===== src/design/timer16_pkg.sv =====
// constants, register map and encodings for the 16-bit compare timer
package timer16_pkg;
  // counter range
  localparam int COUNT_W = 16;
  localparam logic [15:0] COUNT_MAX = 16'hffff;
  localparam logic [15:0] COUNT_BOTTOM = 16'h0000;
  // register byte addresses, one aligned word each
  localparam logic [4:0] REG_CONTROL = 5'h00;
  localparam logic [4:0] REG_FORCE = 5'h04;
  localparam logic [4:0] REG_COUNTER = 5'h08;
  localparam logic [4:0] REG_COMPARE_A = 5'h0c;
  localparam logic [4:0] REG_COMPARE_B = 5'h10;
  localparam logic [4:0] REG_CAPTURE = 5'h14;
  localparam logic [4:0] REG_FLAGS = 5'h18;
  localparam logic [4:0] REG_PIN = 5'h1c;
  // control register fields
  localparam int CTL_WAVE_LSB = 0;
  localparam int CTL_MODE_A_LSB = 4;
  localparam int CTL_MODE_B_LSB = 6;
  localparam int CTL_CLKSEL_LSB = 8;
  // force strobe bits
  localparam int FRC_A_BIT = 0;
  localparam int FRC_B_BIT = 1;
  // flag bits, write one to clear
  localparam int FLG_OVERFLOW = 0;
  localparam int FLG_CMP_A = 1;
  localparam int FLG_CMP_B = 2;
  localparam int FLG_CAPTURE = 3;
  // pin register fields
  localparam int PIN_PORT_LSB = 0;
  localparam int PIN_DIR_LSB = 2;
  localparam int PIN_STATE_LSB = 4;
  // reset values
  localparam logic [3:0] WAVE_RESET = 4'h0;
  localparam logic [1:0] MODE_RESET = 2'h0;
  localparam logic [2:0] CLKSEL_RESET = 3'h0;
  localparam logic [15:0] VALUE_RESET = 16'h0000;
  localparam logic [1:0] PIN_RESET = 2'h0;
  // waveform modes handled here
  localparam logic [3:0] WAVE_NORMAL = 4'h0;
  localparam logic [3:0] WAVE_MATCH_A = 4'h4;
  localparam logic [3:0] WAVE_MATCH_CAPTURE = 4'hc;
  // output actions in non-pwm modes
  localparam logic [1:0] ACT_NONE = 2'h0;
  localparam logic [1:0] ACT_TOGGLE = 2'h1;
  localparam logic [1:0] ACT_CLEAR = 2'h2;
  localparam logic [1:0] ACT_SET = 2'h3;
  // prescaler clock selection and divisors
  localparam logic [2:0] CLKSEL_STOP = 3'h0;
  localparam logic [2:0] CLKSEL_DIV1 = 3'h1;
  localparam logic [2:0] CLKSEL_DIV8 = 3'h2;
  localparam logic [2:0] CLKSEL_DIV64 = 3'h3;
  localparam logic [2:0] CLKSEL_DIV256 = 3'h4;
  localparam logic [2:0] CLKSEL_DIV1024 = 3'h5;
  localparam int DIV_8 = 8;
  localparam int DIV_64 = 64;
  localparam int DIV_256 = 256;
  localparam int DIV_1024 = 1024;
  // bus handshake states
  typedef enum logic [1:0] {
    BUS_IDLE = 2'b00,
    BUS_ANSWER = 2'b01
  } bus_state_e;
endpackage


===== src/design/timer16_compare_out.sv =====
// one compare output channel: internal output state and its actions
`timescale 1ns/100ps
module timer16_compare_out
  import timer16_pkg::*;
(
  // clock and reset
  input wire logic clk,
  input wire logic reset,
  input wire logic ce,
  // configuration
  input wire logic non_pwm,
  input wire logic [1:0] output_mode,
  // events
  input wire logic match,
  input wire logic force_strobe,
  // internal output state
  output logic state
);
  logic hit;
  logic [1:0] action;
  logic next_state;

  // action applied to the current state
  function automatic logic apply_action(input logic [1:0] act, input logic cur);
    case (act)
      ACT_TOGGLE: apply_action = ~cur;
      ACT_CLEAR: apply_action = 1'b0;
      ACT_SET: apply_action = 1'b1;
      default: apply_action = cur;
    endcase
  endfunction

  // mode is read live so a new setting acts on the very next match
  assign hit = match || (force_strobe && non_pwm);
  assign action = non_pwm ? output_mode : ACT_NONE;
  assign next_state = hit ? apply_action(action, state) : state;

  // cleared at reset whatever the pin shows
  always_ff @(posedge clk or posedge reset) begin
    if (reset) begin
      state <= 1'b0;
    end else if (ce) begin
      state <= next_state;
    end
  end
endmodule


===== src/design/timer16_compare_timer.sv =====
// 16-bit timer with compare outputs, normal and clear-on-match modes
//
// Functional notes
// - reset clears compare output states to zero
// - nonzero mode routes output state to pin
// - output mode never affects input capture
// - mode zero leaves state unchanged on match
// - new mode acts from next match onward
// - force strobe applies action immediately, non-pwm
// - only waveform mode selects counting sequence
// - mode picks set, clear or toggle
// - normal mode counts up, wraps max to zero
// - overflow flag set when counter wraps from max, not on a top clear below max
// - overflow acknowledge clears the overflow flag
// - counter writable any time in normal mode
// - clear at top: compare a or capture
// - reaching top sets the matching top flag
// - top below count runs through wrap first
// - toggle mode toggles channel a per match
// - toggle rate clock over 2N(1+compare)
// - overflow flag set passing max to zero
// - output state settable before pin enabled
// - compare flag set on the matching tick
// - force sets no flag, leaves counter alone
// - counter write blocks matches for one tick
`timescale 1ns/100ps
module timer16_compare_timer
  import timer16_pkg::*;
(
  // clock, reset and freeze
  input wire logic clk,
  input wire logic reset,
  input wire logic ce,
  // avalon-mm slave
  input wire logic [4:0] avs_address,
  input wire logic avs_read,
  input wire logic avs_write,
  input wire logic [31:0] avs_writedata,
  input wire logic [3:0] avs_byteenable,
  output logic [31:0] avs_readdata,
  output logic avs_waitrequest,
  // capture pin and overflow interrupt acknowledge
  input wire logic capture_pin,
  input wire logic overflow_ack,
  // compare pins, bit 0 channel a, bit 1 channel b
  output logic [1:0] compare_pin_out,
  output logic [1:0] compare_pin_oe,
  // event flags
  output logic overflow_flag,
  output logic compare_a_flag,
  output logic compare_b_flag,
  output logic capture_flag
);
  // software-visible configuration and values
  logic [3:0] waveform_mode_select;
  logic [1:0] chan_a_output_mode;
  logic [1:0] chan_b_output_mode;
  logic [2:0] clock_select;
  logic [15:0] counter_value;
  logic [15:0] compare_a_value;
  logic [15:0] compare_b_value;
  logic [15:0] capture_top_value;
  logic [1:0] port_value;
  logic [1:0] compare_pin_direction;
  logic block_match;
  bus_state_e bus_state;
  // capture pin synchroniser and settled level
  logic [2:0] capture_sync;
  logic capture_level;
  // internal output states
  logic chan_a_output_state, chan_b_output_state, tick;

  // byte lane mask from avalon byte enables
  function automatic logic [31:0] lane_mask(input logic [3:0] be);
    lane_mask = {{8{be[3]}}, {8{be[2]}}, {8{be[1]}}, {8{be[0]}}};
  endfunction

  // merge enabled write lanes into an old register image
  function automatic logic [31:0] merge_bytes(input logic [31:0] old, input logic [31:0] data,
                                              input logic [3:0] be);
    merge_bytes = (data & lane_mask(be)) | (old & ~lane_mask(be));
  endfunction

  // bus decode: a write lands at the edge where waitrequest is seen low
  logic write_take;
  logic [31:0] write_ones;
  logic wr_control, wr_force, wr_counter, wr_compare_a;
  logic wr_compare_b, wr_capture, wr_flags, wr_pin;
  assign write_take = avs_write && (bus_state == BUS_ANSWER);
  assign write_ones = avs_writedata & lane_mask(avs_byteenable);
  assign wr_control = write_take && (avs_address == REG_CONTROL);
  assign wr_force = write_take && (avs_address == REG_FORCE);
  assign wr_counter = write_take && (avs_address == REG_COUNTER);
  assign wr_compare_a = write_take && (avs_address == REG_COMPARE_A);
  assign wr_compare_b = write_take && (avs_address == REG_COMPARE_B);
  assign wr_capture = write_take && (avs_address == REG_CAPTURE);
  assign wr_flags = write_take && (avs_address == REG_FLAGS);
  assign wr_pin = write_take && (avs_address == REG_PIN);

  // register images as software sees them; unused bits read zero
  logic [31:0] control_word, flags_word, pin_word, read_word;
  assign control_word = {21'h000000, clock_select, chan_b_output_mode, chan_a_output_mode,
                         waveform_mode_select};
  assign flags_word = {28'h0000000, capture_flag, compare_b_flag, compare_a_flag,
                       overflow_flag};
  assign pin_word = {26'h0000000, chan_b_output_state, chan_a_output_state,
                     compare_pin_direction, port_value};
  assign read_word =
    (avs_address == REG_CONTROL) ? control_word :
    (avs_address == REG_COUNTER) ? {16'h0000, counter_value} :
    (avs_address == REG_COMPARE_A) ? {16'h0000, compare_a_value} :
    (avs_address == REG_COMPARE_B) ? {16'h0000, compare_b_value} :
    (avs_address == REG_CAPTURE) ? {16'h0000, capture_top_value} :
    (avs_address == REG_FLAGS) ? flags_word :
    (avs_address == REG_PIN) ? pin_word : 32'h00000000;

  // merged write images
  logic [31:0] next_control, next_pin_word, next_counter_word;
  assign next_control = merge_bytes(control_word, avs_writedata, avs_byteenable);
  assign next_pin_word = merge_bytes(pin_word, avs_writedata, avs_byteenable);
  assign next_counter_word = merge_bytes({16'h0000, counter_value}, avs_writedata,
                                         avs_byteenable);

  // fixed one wait state; unmapped reads return zero, unmapped writes vanish
  always_ff @(posedge clk or posedge reset) begin
    if (reset) begin
      bus_state <= BUS_IDLE;
      avs_waitrequest <= 1'b1;
      avs_readdata <= 32'h00000000;
    end else if (ce) begin
      case (bus_state)
        BUS_IDLE: begin
          if (avs_read || avs_write) begin
            bus_state <= BUS_ANSWER;
            avs_waitrequest <= 1'b0;
            avs_readdata <= read_word;
          end
        end
        BUS_ANSWER: begin
          bus_state <= BUS_IDLE;
          avs_waitrequest <= 1'b1;
        end
        default: begin
          bus_state <= BUS_IDLE;
          avs_waitrequest <= 1'b1;
        end
      endcase
    end
  end

  // configuration registers
  always_ff @(posedge clk or posedge reset) begin
    if (reset) begin
      waveform_mode_select <= WAVE_RESET;
      chan_a_output_mode <= MODE_RESET;
      chan_b_output_mode <= MODE_RESET;
      clock_select <= CLKSEL_RESET;
      compare_a_value <= VALUE_RESET;
      compare_b_value <= VALUE_RESET;
      port_value <= PIN_RESET;
      compare_pin_direction <= PIN_RESET;
    end else if (ce) begin
      if (wr_control) begin
        waveform_mode_select <= next_control[CTL_WAVE_LSB +: 4];
        chan_a_output_mode <= next_control[CTL_MODE_A_LSB +: 2];
        chan_b_output_mode <= next_control[CTL_MODE_B_LSB +: 2];
        clock_select <= next_control[CTL_CLKSEL_LSB +: 3];
      end
      // no double buffer in these modes: a top write acts at once
      if (wr_compare_a) begin
        compare_a_value <= 16'(merge_bytes({16'h0000, compare_a_value}, avs_writedata,
                                           avs_byteenable));
      end
      if (wr_compare_b) begin
        compare_b_value <= 16'(merge_bytes({16'h0000, compare_b_value}, avs_writedata,
                                           avs_byteenable));
      end
      if (wr_pin) begin
        port_value <= next_pin_word[PIN_PORT_LSB +: 2];
        compare_pin_direction <= next_pin_word[PIN_DIR_LSB +: 2];
      end
    end
  end

  // timer clock from the prescaler
  timer16_prescaler u_prescaler (
    .clk(clk),
    .reset(reset),
    .ce(ce),
    .clock_select(clock_select),
    .tick(tick)
  );

  // counting sequence depends on the waveform mode alone
  logic clear_mode, non_pwm, at_top, wraps;
  logic [15:0] top_value, next_count;
  assign clear_mode = (waveform_mode_select == WAVE_MATCH_A) ||
                      (waveform_mode_select == WAVE_MATCH_CAPTURE);
  assign non_pwm = (waveform_mode_select == WAVE_NORMAL) || clear_mode;
  assign top_value = (waveform_mode_select == WAVE_MATCH_CAPTURE) ? capture_top_value :
                     compare_a_value;
  // equality only: a top below the count is missed until after the wrap
  assign at_top = clear_mode && !block_match && (counter_value == top_value);
  assign wraps = tick && (counter_value == COUNT_MAX);
  assign next_count = at_top ? COUNT_BOTTOM : counter_value + 16'h0001;

  // matches, all suppressed in the tick after a counter write
  logic match_a, match_b, match_capture;
  assign match_a = tick && !block_match && (counter_value == compare_a_value);
  assign match_b = tick && !block_match && (counter_value == compare_b_value);
  assign match_capture = tick && !block_match &&
                         (waveform_mode_select == WAVE_MATCH_CAPTURE) &&
                         (counter_value == capture_top_value);

  // counter: a software write wins over the tick, in any mode
  always_ff @(posedge clk or posedge reset) begin
    if (reset) begin
      counter_value <= VALUE_RESET;
      block_match <= 1'b0;
    end else if (ce) begin
      if (wr_counter) begin
        counter_value <= next_counter_word[15:0];
      end else if (tick) begin
        counter_value <= next_count;
      end
      // held while stopped, so the block waits for the next real tick
      if (wr_counter) begin
        block_match <= 1'b1;
      end else if (tick) begin
        block_match <= 1'b0;
      end
    end
  end

  // capture pin: the change counts once the second and third stages agree
  logic capture_settled, capture_rise, capture_enabled;
  assign capture_settled = (capture_sync[1] == capture_sync[2]);
  assign capture_rise = capture_settled && capture_sync[2] && !capture_level;
  // capture depends on waveform mode only, never on the output modes
  assign capture_enabled = (waveform_mode_select != WAVE_MATCH_CAPTURE);

  // synchroniser and capture register; a hardware capture beats a write
  always_ff @(posedge clk or posedge reset) begin
    if (reset) begin
      capture_sync <= 3'h0;
      capture_level <= 1'b0;
      capture_top_value <= VALUE_RESET;
    end else if (ce) begin
      capture_sync <= {capture_sync[1:0], capture_pin};
      if (capture_settled) begin
        capture_level <= capture_sync[2];
      end
      if (capture_rise && capture_enabled) begin
        capture_top_value <= counter_value;
      end else if (wr_capture) begin
        capture_top_value <= 16'(merge_bytes({16'h0000, capture_top_value}, avs_writedata,
                                             avs_byteenable));
      end
    end
  end

  // flags: a set in the same cycle as a clear wins
  logic next_overflow, next_compare_a, next_compare_b, next_capture;
  assign next_overflow = wraps || (overflow_flag && !(overflow_ack ||
                         (wr_flags && write_ones[FLG_OVERFLOW])));
  assign next_compare_a = match_a || (compare_a_flag && !(wr_flags && write_ones[FLG_CMP_A]));
  assign next_compare_b = match_b || (compare_b_flag && !(wr_flags && write_ones[FLG_CMP_B]));
  assign next_capture = match_capture || (capture_rise && capture_enabled) ||
                        (capture_flag && !(wr_flags && write_ones[FLG_CAPTURE]));

  // flag registers
  always_ff @(posedge clk or posedge reset) begin
    if (reset) begin
      overflow_flag <= 1'b0;
      compare_a_flag <= 1'b0;
      compare_b_flag <= 1'b0;
      capture_flag <= 1'b0;
    end else if (ce) begin
      overflow_flag <= next_overflow;
      compare_a_flag <= next_compare_a;
      compare_b_flag <= next_compare_b;
      capture_flag <= next_capture;
    end
  end

  // force strobes reach only the output state, never flags or counter
  logic force_a, force_b;
  assign force_a = wr_force && write_ones[FRC_A_BIT];
  assign force_b = wr_force && write_ones[FRC_B_BIT];

  // output state per channel
  timer16_compare_out u_chan_a (
    .clk(clk),
    .reset(reset),
    .ce(ce),
    .non_pwm(non_pwm),
    .output_mode(chan_a_output_mode),
    .match(match_a),
    .force_strobe(force_a),
    .state(chan_a_output_state)
  );
  timer16_compare_out u_chan_b (
    .clk(clk),
    .reset(reset),
    .ce(ce),
    .non_pwm(non_pwm),
    .output_mode(chan_b_output_mode),
    .match(match_b),
    .force_strobe(force_b),
    .state(chan_b_output_state)
  );

  // pin override: any nonzero mode takes the pin from the output state, mode zero from the port bit
  logic [1:0] next_pin_out;
  assign next_pin_out[0] = (chan_a_output_mode != ACT_NONE) ? chan_a_output_state :
                           port_value[0];
  assign next_pin_out[1] = (chan_b_output_mode != ACT_NONE) ? chan_b_output_state :
                           port_value[1];

  // direction stays with software, so state can be preset undriven
  always_ff @(posedge clk or posedge reset) begin
    if (reset) begin
      compare_pin_out <= 2'h0;
      compare_pin_oe <= 2'h0;
    end else if (ce) begin
      compare_pin_out <= next_pin_out;
      compare_pin_oe <= compare_pin_direction;
    end
  end

  // checks next to the logic
  a_overflow_sets: assert property (@(posedge clk) disable iff (reset)
    ce && wraps |=> overflow_flag)
    else $error("overflow flag not set on wrap");
  a_normal_wraps: assert property (@(posedge clk) disable iff (reset)
    ce && wraps && !wr_counter && !clear_mode |=> counter_value == 16'h0000)
    else $error("counter did not wrap to zero");
  a_top_clears: assert property (@(posedge clk) disable iff (reset)
    ce && tick && at_top && !wr_counter && waveform_mode_select == WAVE_MATCH_A
    |=> counter_value == 16'h0000 && compare_a_flag)
    else $error("top match did not clear counter and flag");
  a_write_blocks: assert property (@(posedge clk) disable iff (reset)
    ce && tick && block_match |=> !$rose(compare_a_flag) && !$rose(compare_b_flag))
    else $error("match not blocked after counter write");
  a_write_arms: assert property (@(posedge clk) disable iff (reset)
    ce && wr_counter |=> block_match)
    else $error("counter write did not arm the match block");
  a_toggle_match: assert property (@(posedge clk) disable iff (reset)
    ce && match_a && clear_mode && chan_a_output_mode == ACT_TOGGLE
    |=> chan_a_output_state != $past(chan_a_output_state))
    else $error("channel a did not toggle");
  a_mode_zero_hold: assert property (@(posedge clk) disable iff (reset)
    ce && chan_b_output_mode == ACT_NONE |=> $stable(chan_b_output_state))
    else $error("output state moved with mode zero");
  a_force_no_flag: assert property (@(posedge clk) disable iff (reset)
    ce && force_a && !match_a && !compare_a_flag |=> !compare_a_flag)
    else $error("force set the compare flag");
  a_pin_override: assert property (@(posedge clk) disable iff (reset)
    ce && chan_a_output_mode != ACT_NONE |=> compare_pin_out[0] == $past(chan_a_output_state))
    else $error("pin not taken from output state");
  a_bus_answer: assert property (@(posedge clk) disable iff (reset)
    ce && (avs_read || avs_write) && avs_waitrequest |=> !avs_waitrequest)
    else $error("bus answer not one wait state");
  a_bus_release: assert property (@(posedge clk) disable iff (reset)
    ce && !avs_waitrequest |=> avs_waitrequest)
    else $error("waitrequest low for more than one cycle");
endmodule


===== src/design/timer16_prescaler.sv =====
// prescaler producing the timer clock enable from the system clock
`timescale 1ns/100ps
module timer16_prescaler
  import timer16_pkg::*;
(
  // clock and reset
  input wire logic clk,
  input wire logic reset,
  input wire logic ce,
  // divisor selection
  input wire logic [2:0] clock_select,
  // one-cycle timer clock enable
  output logic tick
);
  logic [9:0] div_count;
  logic [9:0] div_limit;
  logic running;
  logic at_limit;

  // terminal count for each division factor
  function automatic logic [9:0] limit_of(input logic [2:0] sel);
    case (sel)
      CLKSEL_DIV8: limit_of = 10'(DIV_8 - 1);
      CLKSEL_DIV64: limit_of = 10'(DIV_64 - 1);
      CLKSEL_DIV256: limit_of = 10'(DIV_256 - 1);
      CLKSEL_DIV1024: limit_of = 10'(DIV_1024 - 1);
      default: limit_of = 10'h000;
    endcase
  endfunction

  // selection decode; a stopped timer holds the divider at zero
  assign div_limit = limit_of(clock_select);
  assign running = (clock_select != CLKSEL_STOP) && (clock_select <= CLKSEL_DIV1024);
  assign at_limit = (div_count >= div_limit);

  // divide by N = 1, 8, 64, 256 or 1024
  always_ff @(posedge clk or posedge reset) begin
    if (reset) begin
      div_count <= 10'h000;
      tick <= 1'b0;
    end else if (ce) begin
      tick <= running && at_limit;
      div_count <= (!running || at_limit) ? 10'h000 : div_count + 10'h001;
    end
  end
endmodule


===== config.mk =====
export PLATFORM = sky130hd
export DESIGN_NAME = timer16_compare_timer
export DESIGN_NICKNAME = d
export VERILOG_FILES = /design/src/design/timer16_pkg.sv /design/src/design/timer16_compare_out.sv /design/src/design/timer16_compare_timer.sv /design/src/design/timer16_prescaler.sv
export SDC_FILE = /design/constraint.sdc
export NUM_CORES = 1
export LEC_CHECK = 0
export BUFFER_PORTS_ARGS = -buffer_cell sky130_fd_sc_hd__buf_4
export CAP_MARGIN = 15
export CORE_MARGIN = 5
export CORE_UTILIZATION = 41
export CTS_BUF_LIST = sky130_fd_sc_hd__clkbuf_16
export DETAILED_ROUTE_END_ITERATION = 10
export PLACE_DENSITY = 0.56
export SYNTH_ARGS = -nofsm -noshare
export SYNTH_HDL_FRONTEND = slang
export SYNTH_HIERARCHICAL = 1
export SYNTH_SLANG_ARGS = --single-unit

===== constraint.sdc =====
create_clock -name clk -period 5.1 [get_ports clk]
set_clock_uncertainty 0.15 [all_clocks]
set_input_delay 1.02 -clock clk [delete_from_list [all_inputs] [get_ports clk]]
set_output_delay 1.02 -clock clk [all_outputs]
set_load 0.005 [all_outputs]

Word-level counts from Yosys, hierarchy flattened

Index checks and enable logic that the tools add are counted.

Input bits: 48
Register bits: 140
Output and inout port bits: 41

Muxes and demuxes: 27
Reduce and logical (&&, ||, !) cells: 74
Bitwise operators: 16
Eq/ne operators: 28
$lt $le $gt $ge: 2
Add/subtract/negate cells: 2

Operators by type and width:

| kind                                                | number |
|---|---|
| two-way mux 16 bit                                  | 11 |
| bitwise AND 16 bit                                  | 5 |
| equality test 16 bit                                | 4 |
| bitwise OR 16 bit                                   | 4 |
| one-hot mux 10 bit (4 select lines)                 | 1 |
| logical AND 1 bit                                   | 34 |
| equality test 5 bit, second input constant          | 4 |
| adder 16 x 1 -> 16 bit, second input constant       | 1 |
| equality test 16 bit, second input constant         | 1 |
| NOT 16 bit                                          | 1 |
| AND reduction 2 bit                                 | 8 |
| logical OR 1 bit                                    | 12 |
| two-way mux 6 bit                                   | 2 |
| bitwise AND 11 bit                                  | 1 |
| bitwise OR 11 bit                                   | 1 |
| adder 10 x 1 -> 10 bit, second input constant       | 1 |
| equality test 5 x 4 -> 1 bit, second input constant | 2 |
| greater-or-equal comparator 10 bit                  | 1 |
| two-way mux 10 bit                                  | 1 |
| AND reduction 3 bit                                 | 3 |
| nonzero test 3 bit                                  | 3 |
| equality test 2 bit, second input constant          | 4 |
| two-way mux 2 bit                                   | 4 |
| nonzero test 2 bit                                  | 4 |
| 19 further kinds                                    | 36 |

Logic depth before layout (Yosys ltp)

Gate-level depths: netlist of run 1.

Depth in word-level cells: 8
Gate-level depth with buffers: 9
Mapped depth without buffers: 9

By module

Netlist of run 1, hierarchy kept.

Modules (own cells, without submodules):

| module                | cells an instance | times used | area an instance (um^2) |
|---|---|---|---|
| timer16_compare_timer | 701               | 1          | 6636.4 |
| timer16_prescaler     | 88                | 1          | 834.6 |
| timer16_compare_out   | 8                 | 2          | 62.6 |

Worst setup path after synthesis of run 1

No wires, ideal clock.

Path type: input -> register
Start: input port avs_address[0]
End: register with a tool-made name
Stages: 8
Slack: 2.157 ns
Required time: 4.860 ns
Data arrival time: 2.703 ns
Path buffers: 2
Path through: buf_2 -> or4_4 -> buf_6 -> or2_1 -> o21ai_2 -> nand2_1 -> mux2_2 -> o31ai_4

RTL lines:

| item            | line                        | RTL |
|---|---|---|
| start, declared | timer16_compare_timer.sv:35 | `input wire logic [4:0] avs_address,` |

==> results.md, run 1 <==
* Outcome: finished, final reports clean
* IR drop worst, VDD at 247 µV
* Synth Register Bits at 123
* Worst endpoint required time at 5.21 ns
* Cell mode on critical path: o21ai_0
* GPL Wtd Cong at a little over 0.9
* Number of gates resized after cts at 0
* Final period util at 64.1%
* GRT overflow at 0
* CP startpoint kind: flip-flop
* Post-Syn Area at 7600 µm²
* Clk_lat worst skew at ~0.43 ns
* Root Driver: clkbuf_16
* FP Rows at between 40 and 50
* I/O pin count at 89
* Crit path DAT at about 3.4 ns
* Syn avg cell area at 9.44 µm²
* Slew headroom at between 30% and 40%
* TritonCTS clock tree: built
* Diode count at 0
* Die area at 21,300 µm²
* RSZ-0062 raised after global routing: no
* TNS Setup at 0 ns
* Final setup vio count at 0
* Top cells by count, synth: 122 x dfrtp_1, 97 x nand2_1, 67 x mux2_2, 51 x o21ai_0, 42 x a21oi_1
* Placed inst area at roughly 8100 µm²
* Crit Path Max Fanout at 15
* Core ar. at ~18,000 µm²
* Htree depth at 4
* CTS max path bufs at 2
* # fillers at 1,704
* Top cells by area, synth: dfrtp_1 40%, mux2_2 9.9%, nand2_1 4.8%
* Final ANT Viol Nets at 0
* WHS at just over 0.3 ns
* Die Y at between 100 and 150 µm
* # nets final at between 800 and 900
* Slew @ Worst Pin at slightly below 1 ns
* Leakage at 3.82 nW
* Yosys warnings at 6
* Tmin final at 3.27 ns
* Cells after synthesis at between 800 and 900
* Largest net degree at the start of global routing at 50
* CTS buffer count at 17
* Vias in the first global route at 6,496
* Routed len/inst at ~23 µm
* Vias at around 6,500
* Worst-path clk slew at 0.06 ns
* DP HPWL at 17,900 µm
* Reg2reg path depth at 6
* Hold crit path type: primary input to asynchronous set/reset pin
* Initial antenna violation count at 0
* GRT Util Overall at 22.8%
* Hold buffer count at CTS at 0
* Worst Setup End Kind: flip-flop
* Layout cell share with drive strength beyond 1 at 21.1%
* FFs w/ async S/R, synth at 100%
* First-pass GRT wire length at around 38,000 µm
* Post-synth top flop: dfrtp_1
* Post-CTS Setup Repair Bufs at 0
* Distinct cells, synth at 75
* Slew Limit Fails at 0
* Fmax at 306 MHz
* Post-Route WL at 24,600 µm
* Clock sinks at 123
* Synth top area share at 40.2%
* PD cells at 378 nW/µm²
* DIE WIDTH at roughly 150 µm
* I/O Buffers at 54
* DRC at 0
* Final hold vios at 0
* Largest area contributor in the synthesized netlist: dfrtp_1
* Max Cap Viol at 0
* Number of vias per cell at 6.07
* Starting density of the core at about two fifths
* Critical path's top delay family: simple AND/OR/NAND/NOR gates
* Post-synthesis sequential area ratio at about 41%
* Most numerous cell in the Yosys netlist: dfrtp_1
* Final instance area at 8680 µm²
* Setup CP Type: flip-flop to flip-flop
* Slowest CP cell: nor4_4
* Area growth from synthesis to layout at 14.2%
* EDFF count, synth at 0
* Total iterations of the first detailed-routing run at 5
* CP peak stage delay at 0.92 ns
* Initial DRC Count at 472
* Overall power at between 3 and 4 mW
* Crit-path cells: and4bb_1 > inv_1 > nor3_1 > o21ai_0 > nor4_4 > o21ai_0
* Buf/Inv on CP at 1
* Crit path depth at 6
## cells in the final DEF (no fill, tap or decap), drive strengths merged, types with 10 or more instances in the layout
| cell | netlist | final |
|---|---|---|
| nor2 | 41 | 41 |
| ha | 13 | 13 |
| xnor2 | 25 | 25 |
| nand3 | 24 | 24 |
| o31ai | 10 | 10 |
| nor3 | 26 | 26 |
| conb | 1 | 16 |
| nand2 | 97 | 97 |
| buf | 34 | 60 |
| mux2i | 22 | 22 |
| dfrtp | 122 | 122 |
| mux2 | 67 | 67 |
| a21oi | 43 | 43 |
| inv | 33 | 33 |
| o21ai | 55 | 55 |
| nand4 | 14 | 14 |
| xor2 | 21 | 21 |
| clkbuf | 28 | 17 |
## path summary, 6_finish.rpt
| path | to | slack, ns | from |
|---|---|---|---|
| min | u_chan_a/state | 0.31 | reset |
| max reg2reg | flip-flop | 1.83 | flip-flop |
| max in group asynchronous | asynchronous set/reset pin | 3.22 | reset |
| min in group clk | avs_readdata[4] | 0.33 | avs_readdata[4] |
| min reg2reg | avs_readdata[4] | 0.33 | avs_readdata[4] |
| max | flip-flop | 1.83 | flip-flop |
## power by group
| part | internal, mW | switching, mW | leakage, nW | total, mW |
|---|---|---|---|---|
| clock | 0.807 | 0.465 | 0.299 | 1.27 |
| sequential | 1.11 | 0.216 | 1.57 | 1.32 |
| combinational | 0.317 | 0.366 | 1.96 | 0.683 |
| total | 2.23 | 1.05 | 3.82 | 3.28 |
## area by class of cell
type,instances,area (µm²),share of cell area (%)
Multi-Input combinational cell,602,4130,47.6
Sequential cell,123,3080,35.5
Timing Repair Buffer,60,450,5.19
Clock buffer,17,425,4.90
Tap cell,229,287,3.30
Clock inverter,14,179,2.06
Inverter,33,126,1.46
## layer usage
layer | GRT usage [%] | part of all wire [%]
met5 | 0 | 0
met4 | 9.13 | 3.1
met3 | 4.59 | 5.8
met2 | 36.7 | 47
met1 | 30.4 | 44
## worst reg2reg max path, delay by kind of cell, from the launching register on
family          cells  cell delay [ns]
flops               1             0.48
compound gates      2             0.45
buf+inv             1             0.21
simple gates        3             1.83
## metrics by stage
stage          setup WS (ns)  util [%]  std cells
3_5_place_dp            1.47      44.6       1047
2_1_floorplan           1.03         -        820
5_1_grt                 1.58      48.0       1078
6_report                1.83      48.0       1078
3_3_place_gp            1.52      44.6       1047
4_1_cts                 1.84      48.0       1078
## kinds of logic after synthesis
group | Yosys count | share of synthesized area (%)
AOI/OAI and AO/OA | 191 | 16.9
adders and majority gates | 13 | 2.14
DFF | 123 | 40.5
buffers and inverters | 95 | 5.93
xor gates and xnor gates | 46 | 5.30
muxes | 91 | 13.4
other | 1 | 0.0494
and+or+nand+nor | 245 | 15.7
(Power assumes the default switching activity.)
==> run 2: changes to the inputs <==
--- a/config.mk
+++ b/config.mk
@@ -5,6 +5,7 @@
 export SDC_FILE = /design/constraint.sdc
 export NUM_CORES = 1
 export LEC_CHECK = 0
+export ABC_AREA = 1
 export BUFFER_PORTS_ARGS = -buffer_cell sky130_fd_sc_hd__buf_4
 export CAP_MARGIN = 15
 export CORE_MARGIN = 5
==> constraint.sdc (replaced) <==
create_clock -name clk -period 3.25 [get_ports clk]
set_clock_uncertainty 0.15 [all_clocks]
set_input_delay 0.65 -clock clk [delete_from_list [all_inputs] [get_ports clk]]
set_output_delay 0.65 -clock clk [all_outputs]
set_load 0.005 [all_outputs]
==> run 2 against run 1 <==
Compared with the run above: non-clock buffer count grew 18; clock-buffer cell count did not move; global-route usage is 2.2 points higher; final cell count grew 35%; combinational power rose to 2.8 times the previous value; clock power up 46%; flip-flop and latch count is the same; critical path depth grew 9; sequential share of layout area decreased by 2.4 points; first-iteration DRC count up 75%; synthesized area is 6.7% higher; critical path type unchanged.
==> results.md, run 2 <==
* Outcome: finished, final reports clean (unchanged)
* Reg2reg path depth at 15 (was 6)
* Die area at 22,700 µm² (was 21,300 µm²)
* Crit-path cells: nand2_1 > inv_2 > nand2_4 > nand2_1 > nand2_1 > nand2_1 > nand2_1 > nor2_1 > nand2_1 > nor2_1 > nand2_2 > nand2_1 > nand2_1 > nand2_1 > o21ai_0 (was and4bb_1 > inv_1 > nor3_1 > o21ai_0 > nor4_4 > o21ai_0)
* Synth top area share at 37.7% (was 40.2%)
* Hold buffer count at CTS at 1 (was 0)
* Number of vias per cell at 5.42 (was 6.07)
* Hold path startpoint: capture_pin
* Worst Setup End Kind: flip-flop (unchanged)
* Diode count at 0 (unchanged)
* Worst-path clk slew at 0.06 ns (about the same)
* Fmax at 395 MHz (was 306 MHz)
* Hold path depth at 3
* Top cells by area, synth: dfrtp_1 38%, nand2_1 14%, o21ai_0 6.6% (was dfrtp_1 40%, mux2_2 9.9%, nand2_1 4.8%)
* Largest net degree at the start of global routing at 68 (was 50)
* IR drop worst, VDD at 431 µV (was 247 µV)
* FFs w/ async S/R, synth at 100% (unchanged)
* Post-Syn Area at 8100 µm² (was 7600 µm²)
* Clk_lat worst skew at 0.43 ns (about the same)
* CP startpoint kind: flip-flop (unchanged)
* Area growth from synthesis to layout at 14.8% (was 14.2%)
* Slowest CP cell: dfrtp_1 (was nor4_4)
* RSZ-0062 raised after global routing: no (unchanged)
* Final hold vios at 0 (unchanged)
* Flop2flop setup slack at 0.72 ns (was 1.83 ns)
* DP HPWL at 20,600 µm (was 17,900 µm)
* Total iterations of the first detailed-routing run at 6 (was 5)
* Die Y at 151 µm (was 146 µm)
* PD cells at 647 nW/µm² (was 378 nW/µm²)
* Hold Path End: capture_sync[0]
* Vias at 7,904 (was 6,546)
* Synth Register Bits at 123 (unchanged)
* Final setup vio count at 0 (unchanged)
* Routed len/inst at 18.9 µm (was 22.8 µm)
* Starting density of the core at 41.6% (was 42.0%)
* First-pass GRT wire length at 43,100 µm (was 38,100 µm)
* Slew headroom at 61.4% (was 34.1%)
* Final instance area at 9300 µm² (was 8680 µm²)
* Seq pwr share at 37.1% (was 40.4%)
* Initial antenna violation count at 0 (unchanged)
* Setup CP Type: flip-flop to flip-flop (unchanged)
* DRC at 0 (unchanged)
* Yosys warnings at 6 (unchanged)
* Sw Pwr at 2.46 mW (was 1.05 mW)
* I/O Buffers at 54 (unchanged)
* Switch share at 40.9% (was 31.9%)
* TNS Setup at 0 ns (unchanged)
* Syn avg cell area at 7.18 µm² (was 9.44 µm²)
* Vias in the first global route at 7,410 (was 6,496)
* Cells after synthesis at 1,128 (was 805)
* Buf/Inv on CP at 1 (unchanged)
* Core ar. at 19,500 µm² (was 18,100 µm²)
* Max Cap Viol at 0 (unchanged)
* CTS buffer count at 17 (unchanged)
* Final period util at 77.9% (was 64.1%)
* Most frequent cells in the layout: 311 x nand2_1, 129 x inv_1, 122 x dfrtp_1 (was 122 x dfrtp_1, 97 x nand2_1, 67 x mux2_2)
* Top cells by count, synth: 311 x nand2_1, 130 x inv_1, 122 x dfrtp_1, 107 x o21ai_0, 78 x nor2_1 (was 122 x dfrtp_1, 97 x nand2_1, 67 x mux2_2, 51 x o21ai_0, 42 x a21oi_1)
* Worst endpoint required time at 3.40 ns (was 5.21 ns)
* Leakage at 4.69 nW (was 3.82 nW)
* Post-CTS Setup Repair Bufs at 0 (unchanged)
* Most common cell after layout, fill and taps aside: nand2_1 (was dfrtp_1)
* # nets final at 1,240 (was 898)
* Crit path DAT at 2.68 ns (was 3.38 ns)
* Clock power share at 30.7% (was 38.8%)
* Slew Limit Fails at 0 (unchanged)
* Number of gates resized after cts at 0 (unchanged)
* GRT overflow at 0 (unchanged)
* TritonCTS clock tree: built (unchanged)
* FP Rows at 51 (was 49)
* DIE WIDTH at 151 µm (was 146 µm)
* Tmin final at 2.53 ns (was 3.27 ns)
* Power share of the combinational group at 32.2% (was 20.8%)
* Root Driver: clkbuf_16 (unchanged)
* Initial DRC Count at 825 (was 472)
* Int Power at 3.56 mW (was 2.23 mW)
* Post-Route WL at 27,500 µm (was 24,600 µm)
* Final ANT Viol Nets at 0 (unchanged)
* Clock sinks at 123 (unchanged)
* Post-synthesis sequential area ratio at 38.0% (was 40.5%)
* EDFF count, synth at 0 (unchanged)
* Hold crit path type: primary input to flip-flop (was primary input to asynchronous set/reset pin)
* Distinct cells, synth at 52 (was 75)
* Htree depth at 4 (unchanged)
* GRT Util Overall at 25.0% (was 22.8%)
* CP peak stage delay at 0.39 ns (was 0.92 ns)
* Placed inst area at 8730 µm² (was 8070 µm²)
* Largest area contributor in the synthesized netlist: dfrtp_1 (unchanged)
* Slew @ Worst Pin at 0.578 ns (was 0.981 ns)
* Cell mode on critical path: nand2_1 (was o21ai_0)
* Post-synth top flop: dfrtp_1 (unchanged)
* I/O pin count at 89 (unchanged)
* CTS max path bufs at 2 (unchanged)
* Critical path's top delay family: simple AND/OR/NAND/NOR gates (unchanged)
* # fillers at 1,964 (was 1,704)
* Layout cell share with drive strength beyond 1 at 13.0% (was 21.1%)
* Crit Path Max Fanout at 27 (was 15)
* Most numerous cell in the Yosys netlist: nand2_1 (was dfrtp_1)
* GPL Wtd Cong at 0.918 (was 0.929)
==> run 2: logic make-up after synthesis <==
| family | after synthesis | share of synthesized area, % |
|---|---|---|
| AOI/OAI and AO/OA | 257 | 18.5 |
| xor gates and xnor gates | 27 | 2.92 |
| adders and majority gates | 13 | 2.01 |
| buffers and inverters | 202 | 11.1 |
| DFF | 123 | 38.0 |
| muxes | 4 | 0.556 |
| other | 1 | 0.0463 |
| and+or+nand+nor | 501 | 26.9 |
==> run 2: through the flow <==
step | hold WS, ns | cells | util [%] | setup slack, ns | power, mW
4_1_cts | 0.261 | 1457 | 47.8 | 0.736 | 6.02
5_1_grt | 0.279 | 1457 | 47.8 | 0.487 | 6.38
2_1_floorplan | 0.229 | 1143 | - | 1.08 | 3.50
3_3_place_gp | 0.313 | 1424 | 44.8 | 0.554 | 4.14
3_5_place_dp | 0.317 | 1424 | 44.8 | 0.433 | 4.15
6_report | 0.276 | 1457 | 47.8 | 0.717 | 6.02
==> run 2: final cells by class <==
type	instances	area (µm²)	share of cell area [%]
multi-input combinational	818	4180	44.9
clock buffer	17	425	4.57
timing repair buffer	78	613	6.59
clock inverter	15	138	1.48
tap	265	332	3.57
sequential	123	3080	33.1
inverter	141	536	5.76
==> run 2: power groups by stage <==
stage,combinational [mW],sequential (mW),clock (mW)
detailed placement,1.90,2.25,0
global placement,1.89,2.24,0
finish,1.94,2.23,1.85
CTS,1.92,2.22,1.88
floorplan,1.50,2.00,0
global route,2.18,2.27,1.94
==> run 2: worst max-delay path by stage <==
stage,cells past startpoint,to,slack [ns],startpoint
global placement,10,flip-flop,0.55,avs_address[0]
global route,15,flip-flop,0.49,flip-flop
finish,15,flip-flop,0.72,flip-flop
CTS,7,overflow_flag,0.74,flip-flop
detailed placement,10,flip-flop,0.43,avs_address[0]
floorplan,7,flip-flop,1.08,avs_address[4]
==> run 2: metal layers <==
layer	wire length, µm	track usage, %
met3	1800	4.55
met4	671	7.07
met2	13100	40.7
met5	0	0
met1	12000	34.2
==> run 2: worst min-delay path, stage by stage <==
cell	delay, ns
buf_4	0.08
nand2_1	0.04
nand2_1	0.05
